**src/inc/fc_sel_pkg.sv**
```systemverilog
/*
  Constants for the port 2 flow-control select register: offset, bit positions,
  widths. Assumes a simple word-wide register access port inside the switch.
*/
package fc_sel_pkg;
  localparam int          addr_width    = 12;
  localparam int          data_width    = 32;
  localparam logic [11:0] fc_sel_offset = 12'h1a4;
  localparam int          bit_bp        = 6;
  localparam int          bit_dup       = 5;
  localparam int          bit_cur_rx    = 4;
  localparam int          bit_cur_tx    = 3;
  localparam int          bit_rx_en     = 2;
  localparam int          bit_tx_en     = 1;
  localparam int          bit_manual    = 0;
  localparam logic [31:0] zero_word     = 32'h0000_0000;
endpackage : fc_sel_pkg

```
**src/hw/strap_hold.sv**
```systemverilog
/*
  One strap-backed writable bit. Takes its strap value one cycle after reset
  release and on every loader reload; software writes otherwise.
*/
module strap_hold
  import fc_sel_pkg::*;
(
  input  wire logic clk,
  input  wire logic rst,
  input  wire logic load,
  input  wire logic strap,
  input  wire logic wr,
  input  wire logic wdata,
  output logic      q
);
  logic q_reg;
  logic q_next;

  // strap taken by clocked load, not by reset
  // reload overrides, loader wins over a write
  always_comb
  begin
    q_next = q_reg;
    if (load)
      q_next = strap;
    else if (wr)
      q_next = wdata;
  end

  always_ff @(posedge clk or posedge rst)
  begin
    if (rst)
      q_reg <= 1'b0;
    else
      q_reg <= q_next;
  end

  assign q = q_reg;
endmodule : strap_hold

```
**src/hw/fc_resolve.sv**
```systemverilog
/*
  Pure resolution of the flow-control state in effect for the port.
  Assumes duplex and negotiation results come from the port MAC/PHY.
*/
module fc_resolve
(
  input  wire logic manual_sel,
  input  wire logic an_enable,
  input  wire logic half_duplex,
  input  wire logic man_rx,
  input  wire logic man_tx,
  input  wire logic an_rx,
  input  wire logic an_tx,
  output logic      rx_on,
  output logic      tx_on
);
  always_comb
  begin
    rx_on = 1'b0;
    tx_on = 1'b0;
    // pause frames have no meaning in half duplex
    if (!half_duplex)
    begin
      if (manual_sel)
      begin
        rx_on = man_rx;
        tx_on = man_tx;
      end
      else if (an_enable)
      begin
        rx_on = an_rx;
        tx_on = an_tx;
      end
      else
      begin
        rx_on = man_rx;
        tx_on = man_tx;
      end
    end
  end
endmodule : fc_resolve

```
**src/hw/port2_flow_control_select.sv**
```systemverilog
/*
  Port 2 flow-control select and status register. Read and write through the
  switch's internal register port (address, read/write strobes, read data the
  next cycle). Straps are stable around reset release and across strap_reload.
*/
module port2_flow_control_select
  import fc_sel_pkg::*;
(
  input  wire logic                  clk,
  input  wire logic                  rst,
  input  wire logic [addr_width-1:0] reg_addr,
  input  wire logic                  reg_wr,
  input  wire logic                  reg_rd,
  input  wire logic [data_width-1:0] reg_wdata,
  output logic      [data_width-1:0] reg_rdata,
  input  wire logic                  p2_backpressure_strap,
  input  wire logic                  p2_full_duplex_pause_strap,
  input  wire logic                  p2_manual_select_strap,
  input  wire logic                  strap_reload,
  input  wire logic                  an_enable,
  input  wire logic                  half_duplex,
  input  wire logic                  an_rx_pause,
  input  wire logic                  an_tx_pause,
  output logic                       p2_backpressure_enable,
  output logic                       p2_current_duplex,
  output logic                       p2_current_rx_pause_on,
  output logic                       p2_current_tx_pause_on
);
  logic                  boot_reg;
  logic                  boot_next;
  logic                  load;
  logic                  hit_wr;
  logic                  bp_q;
  logic                  rx_q;
  logic                  tx_q;
  logic                  man_q;
  logic                  rx_on;
  logic                  tx_on;
  logic                  dup_reg;
  logic                  dup_next;
  logic                  crx_reg;
  logic                  crx_next;
  logic                  ctx_reg;
  logic                  ctx_next;
  logic                  bpo_reg;
  logic                  bpo_next;
  logic [data_width-1:0] rdata_reg;
  logic [data_width-1:0] rdata_next;
  logic [data_width-1:0] word;

  // first cycle after reset release latches straps
  always_comb
  begin
    boot_next = 1'b0;
  end

  always_ff @(posedge clk or posedge rst)
  begin
    if (rst)
      boot_reg <= 1'b1;
    else
      boot_reg <= boot_next;
  end

  assign load   = boot_reg | strap_reload;
  // only this word decodes; nothing else is written
  assign hit_wr = reg_wr && (reg_addr == fc_sel_offset);

  strap_hold u_bp
  (
    .clk   (clk),
    .rst   (rst),
    .load  (load),
    .strap (p2_backpressure_strap),
    .wr    (hit_wr),
    .wdata (reg_wdata[bit_bp]),
    .q     (bp_q)
  );

  strap_hold u_rx
  (
    .clk   (clk),
    .rst   (rst),
    .load  (load),
    .strap (p2_full_duplex_pause_strap),
    .wr    (hit_wr),
    .wdata (reg_wdata[bit_rx_en]),
    .q     (rx_q)
  );

  strap_hold u_tx
  (
    .clk   (clk),
    .rst   (rst),
    .load  (load),
    .strap (p2_full_duplex_pause_strap),
    .wr    (hit_wr),
    .wdata (reg_wdata[bit_tx_en]),
    .q     (tx_q)
  );

  strap_hold u_man
  (
    .clk   (clk),
    .rst   (rst),
    .load  (load),
    .strap (p2_manual_select_strap),
    .wr    (hit_wr),
    .wdata (reg_wdata[bit_manual]),
    .q     (man_q)
  );

  fc_resolve u_res
  (
    .manual_sel  (man_q),
    .an_enable   (an_enable),
    .half_duplex (half_duplex),
    .man_rx      (rx_q),
    .man_tx      (tx_q),
    .an_rx       (an_rx_pause),
    .an_tx       (an_tx_pause),
    .rx_on       (rx_on),
    .tx_on       (tx_on)
  );

  // status follows the strap-loaded or software-written settings and live link state
  always_comb
  begin
    dup_next = half_duplex;
    crx_next = rx_on;
    ctx_next = tx_on;
    bpo_next = bp_q;
  end

  always_ff @(posedge clk or posedge rst)
  begin
    if (rst)
    begin
      dup_reg <= 1'b0;
      crx_reg <= 1'b0;
      ctx_reg <= 1'b0;
      bpo_reg <= 1'b0;
    end
    else
    begin
      dup_reg <= dup_next;
      crx_reg <= crx_next;
      ctx_reg <= ctx_next;
      bpo_reg <= bpo_next;
    end
  end

  // status and reserved bits come from state only
  always_comb
  begin
    word             = zero_word;
    word[bit_bp]     = bp_q;
    word[bit_dup]    = dup_reg;
    word[bit_cur_rx] = crx_reg;
    word[bit_cur_tx] = ctx_reg;
    word[bit_rx_en]  = rx_q;
    word[bit_tx_en]  = tx_q;
    word[bit_manual] = man_q;
    rdata_next       = zero_word;
    if (reg_rd && (reg_addr == fc_sel_offset))
      rdata_next = word;
  end

  always_ff @(posedge clk or posedge rst)
  begin
    if (rst)
      rdata_reg <= zero_word;
    else
      rdata_reg <= rdata_next;
  end

  assign reg_rdata              = rdata_reg;
  assign p2_backpressure_enable = bpo_reg;
  assign p2_current_duplex      = dup_reg;
  assign p2_current_rx_pause_on = crx_reg;
  assign p2_current_tx_pause_on = ctx_reg;
endmodule : port2_flow_control_select

```
**config.mk**
```make
export PLATFORM = sky130hd
export DESIGN_NAME = port2_flow_control_select
export DESIGN_NICKNAME = d
export VERILOG_FILES = /design/src/inc/fc_sel_pkg.sv /design/src/hw/strap_hold.sv /design/src/hw/fc_resolve.sv /design/src/hw/port2_flow_control_select.sv
export SDC_FILE = /design/constraint.sdc
export NUM_CORES = 1
export LEC_CHECK = 0
export ABC_AREA = 1
export BUFFER_PORTS_ARGS = -buffer_cell sky130_fd_sc_hd__buf_2
export CELL_PAD_IN_SITES_DETAIL_PLACEMENT = 1
export CELL_PAD_IN_SITES_GLOBAL_PLACEMENT = 1
export CORE_MARGIN = 2
export CORE_UTILIZATION = 23
export DETAILED_ROUTE_END_ITERATION = 10
export GPL_TIMING_DRIVEN = 0
export PLACE_DENSITY = 0.82
export SETUP_SLACK_MARGIN = 0.02
export SYNTH_ARGS = -nofsm -noshare
export SYNTH_HDL_FRONTEND = slang
export SYNTH_SLANG_ARGS = --single-unit
export TNS_END_PERCENT = 100
```
**constraint.sdc**
```tcl
create_clock -name clk -period 2.1 [get_ports clk]
set_input_delay 0.21 -clock clk [delete_from_list [all_inputs] [get_ports clk]]
set_output_delay 0.21 -clock clk [all_outputs]
set_load 0.03 [all_outputs]
```
==> impl_metrics.csv <==
group,metric,value,unit
yosys,synth_sequential_area_ratio,0.457,
floorplanning,initial_core_util,0.240,
worst_setup_path,timing.reg2reg.setup_slack,1.02,ns
yosys,yosysTopAreaCell,"dfrtp_1",
finish,area.sequential,402,µm²
power,power.switching_fraction,0.295,
worst_setup_path,worst_r2r_endpoint,"u_rx.q$_DFFE_PP0P_",
yosys,number_of_enable_type_register_cells_in_the_synthesized_netlist,0,
floorplanning,boundaryPins,92,
yosys,yosys.area_share.simple,0.248,
timing,finalWorstSetupSlack,1.02,ns
timing,min_period,1.08,ns
yosys,post-synth-top-area-fraction,0.427,
yosys,synth_cell_type_count,14,
timing,period_share,0.512,
timing,finalSetupTns,0,ns
place,pre_cts_ws,1.02,ns
worst_setup_path,timing.critical_path.to_type,"flop",
worst_setup_path,cp.required,2.25,ns
cts,cts_tree,"yes",
worst_setup_path,critPathMaxFanout,10,
cts,ctsResizeCount,0,
cts,post_cts_hold_buffer_count,0,
power,combPwrFrac,0.237,
power,netSwitchingPower,0.234,mW
timing,achievable-frequency,930,MHz
yosys,post_synth.cell_area_avg,8.29,µm²
place,gp_congestion,0.645,
place,number_of_i_o_port_buffers,38,
routing,antenna_left,0,
finish,finalNonFillerCells,221,
finish,layout-drive-gt1-share,0.434,
run_status,outcome,"finished, final reports clean",
finish,multi_input_gate_area_in_the_final_layout,330,µm²
routing,first_iter_violations,28,
power,total_leakage_power,0.793,nW
worst_hold_path,min_path_type,"in2async",
job,drv_cap,0,
floorplanning,fp.dieArea,0.00433,mm²
worst_setup_path,worstPathArrival,1.22,ns
place,numPlacedInstances,217,
timing,tightestPinTransition,0.586,ns
cts,clock_tree_root_driver_cell,"clkbuf_8",
timing,rsz0062_at_grt,"no",
yosys,synth_xor_area_frac,0,
routing,vias,768,
cts,clock-sinks,16,
routing,post_drt_via_cell_ratio,3.48,
routing,drc_errors,0,
finish,area_delta_synth_final,45.4,%
floorplanning,chipHeight,65.8,µm
yosys,async_reset_ff_frac,1.00,
timing,hold_viol,0,
cts,cts.htree.levels,1,
cts,numCtsBuffers,3,
yosys,netlist_instances,106,
worst_setup_path,regToRegStartpoint,"boot_reg$_DFF_PP1_",
power,ir_worst_vdd,171,µV
timing,finalClockSkew,0.000694,ns
global_route,globalRouteTotalUtil,0.0872,
global_route,grt_overflow,0,
timing,timing_max_transition_violations_final,0,
power,sequentialPowerShare,0.420,
routing,routed_wirelength,1870,µm
finish,layout.filler_cells,471,
yosys,ys_top_cells_by_area,"dfrtp_1 (43%), buf_4 (21%), nand2_1 (11%)",
cts,clock_path_buffers,2,
yosys,post_synth_fa_ha_maj_area_fraction,0,
routing,firstDrtPassIters,4,
timing,timing.hold.ws,0.0120,ns
yosys,synth.top_cells.by_count,"buf_4 (25), nand2_1 (25), dfrtp_1 (15)",
yosys,yosysWarnings,0,
power,totalPowerFinal,0.794,mW
power,internal_power,0.559,mW
power,p_per_area,621,mW/mm²
yosys,synth_top_family_by_area,"buffers and inverters",
timing,setup_violations,0,
yosys,mappedNetlistArea,878,µm²
floorplanning,std_cell_rows,22,
cts,postCtsSetupBuffers,0,
global_route,maximum_number_of_pins_on_one_net_before_global_route_repair,17,
cts,path_clk_slew,0.06,ns
finish,layout.nets,230,
finish,largest_register_ff_count,7,
global_route,antenna_violations_before_repair,0,
global_route,grt_first_pass_wirelength,2860,µm
worst_setup_path,timing.critical_path.from_type,"flop",
worst_setup_path,worstSetupPathType,"reg2reg",
worst_setup_path,r2r.worst_path.cells,6,
cts,worstSkewPairLatency,0.25,ns
floorplanning,placeableCoreArea,0.00366,mm²
power,power.share.clock,0.344,
routing,routed_wire_length_per_instance,8.45,µm
yosys,muxShareOfSynthArea,0,
finish,antenna_cells_inserted,0,
yosys,yosys_register_bits,16,
yosys,synth_compound_gate_area_share,0.0171,
place,post-dp-hpwl,1590,µm
floorplanning,dieWidth,65.8,µm
yosys,synth_ff_type,"dfrtp_1",
timing,worst_slew_margin_rel,0.609,
global_route,grt_pass1_vias,720,
area by class of cell:
class / instances / share of cell area
Sequential cell: 16 / 0.314
Multi-Input combinational cell: 76 / 0.259
Buffer: 25 / 0.147
Timing Repair Buffer: 38 / 0.149
Tap cell: 48 / 0.0470
Clock buffer: 4 / 0.0431
Inverter: 14 / 0.0411
critical path, stage by stage, from the launching register on:
cell,delay (ns)
dfstp_2,0.37
nor2_4,0.21
inv_1,0.12
nand2_1,0.09
nand2_1,0.06
nand2_1,0.07
nand2_1,0.05
through the flow:
step / instance area [µm²] / utilization
floorplan: 972 / -
global placement: 1220 / 0.334
detailed placement: 1220 / 0.334
CTS: 1280 / 0.349
global route: 1280 / 0.349
finish: 1280 / 0.349
routing by layer:
| layer | share of wire | GRT usage | vias up |
|---|---|---|---|
| met5 | 0 | 0 | - |
| met1 | 0.42 | 0.0978 | 327 |
| met4 | 0.015 | 0.0391 | 0 |
| met2 | 0.45 | 0.148 | 43 |
| li1 | - | - | 396 |
| met3 | 0.11 | 0.0307 | 2 |
cells by family after synthesis:
| family | count (synthesis) |
|---|---|
| buf+inv | 39 |
| simple gates | 48 |
| compound gates | 2 |
| other cells | 1 |
| flops | 16 |
worst max-delay path by stage:
stage | cells after the start | from | slack, ns | endpoint
finish | 6 | boot_reg$_DFF_PP1_ | 1.02 | u_rx.q$_DFFE_PP0P_
global route | 6 | boot_reg$_DFF_PP1_ | 0.89 | u_rx.q$_DFFE_PP0P_
CTS | 6 | boot_reg$_DFF_PP1_ | 1.01 | u_rx.q$_DFFE_PP0P_
detailed placement | 6 | boot_reg$_DFF_PP1_ | 1.02 | u_rx.q$_DFFE_PP0P_
global placement | 7 | reg_addr[9] | 1.06 | reg_rdata[2]$_DFF_PP0_
floorplan | 6 | boot_reg$_DFF_PP1_ | 1.18 | u_rx.q$_DFFE_PP0P_
power groups by stage:
stage	Sequential [mW]	Combinational [mW]	Clock, mW
finish	0.333	0.188	0.273
global route	0.334	0.205	0.293
CTS	0.334	0.187	0.277
detailed placement	0.339	0.187	0
global placement	0.338	0.184	0
floorplan	0.351	0.132	0
layout by cell type (no fill, tap or decap), types with 4 or more instances in the layout:
cell type,count
clkbuf_8,4
dfrtp_1,15
nand3_1,4
buf_2,38
buf_4,25
conb_1,26
inv_1,14
nand2_1,25
nor2_1,12
Note: power is estimated with default switching activity, not from simulation.
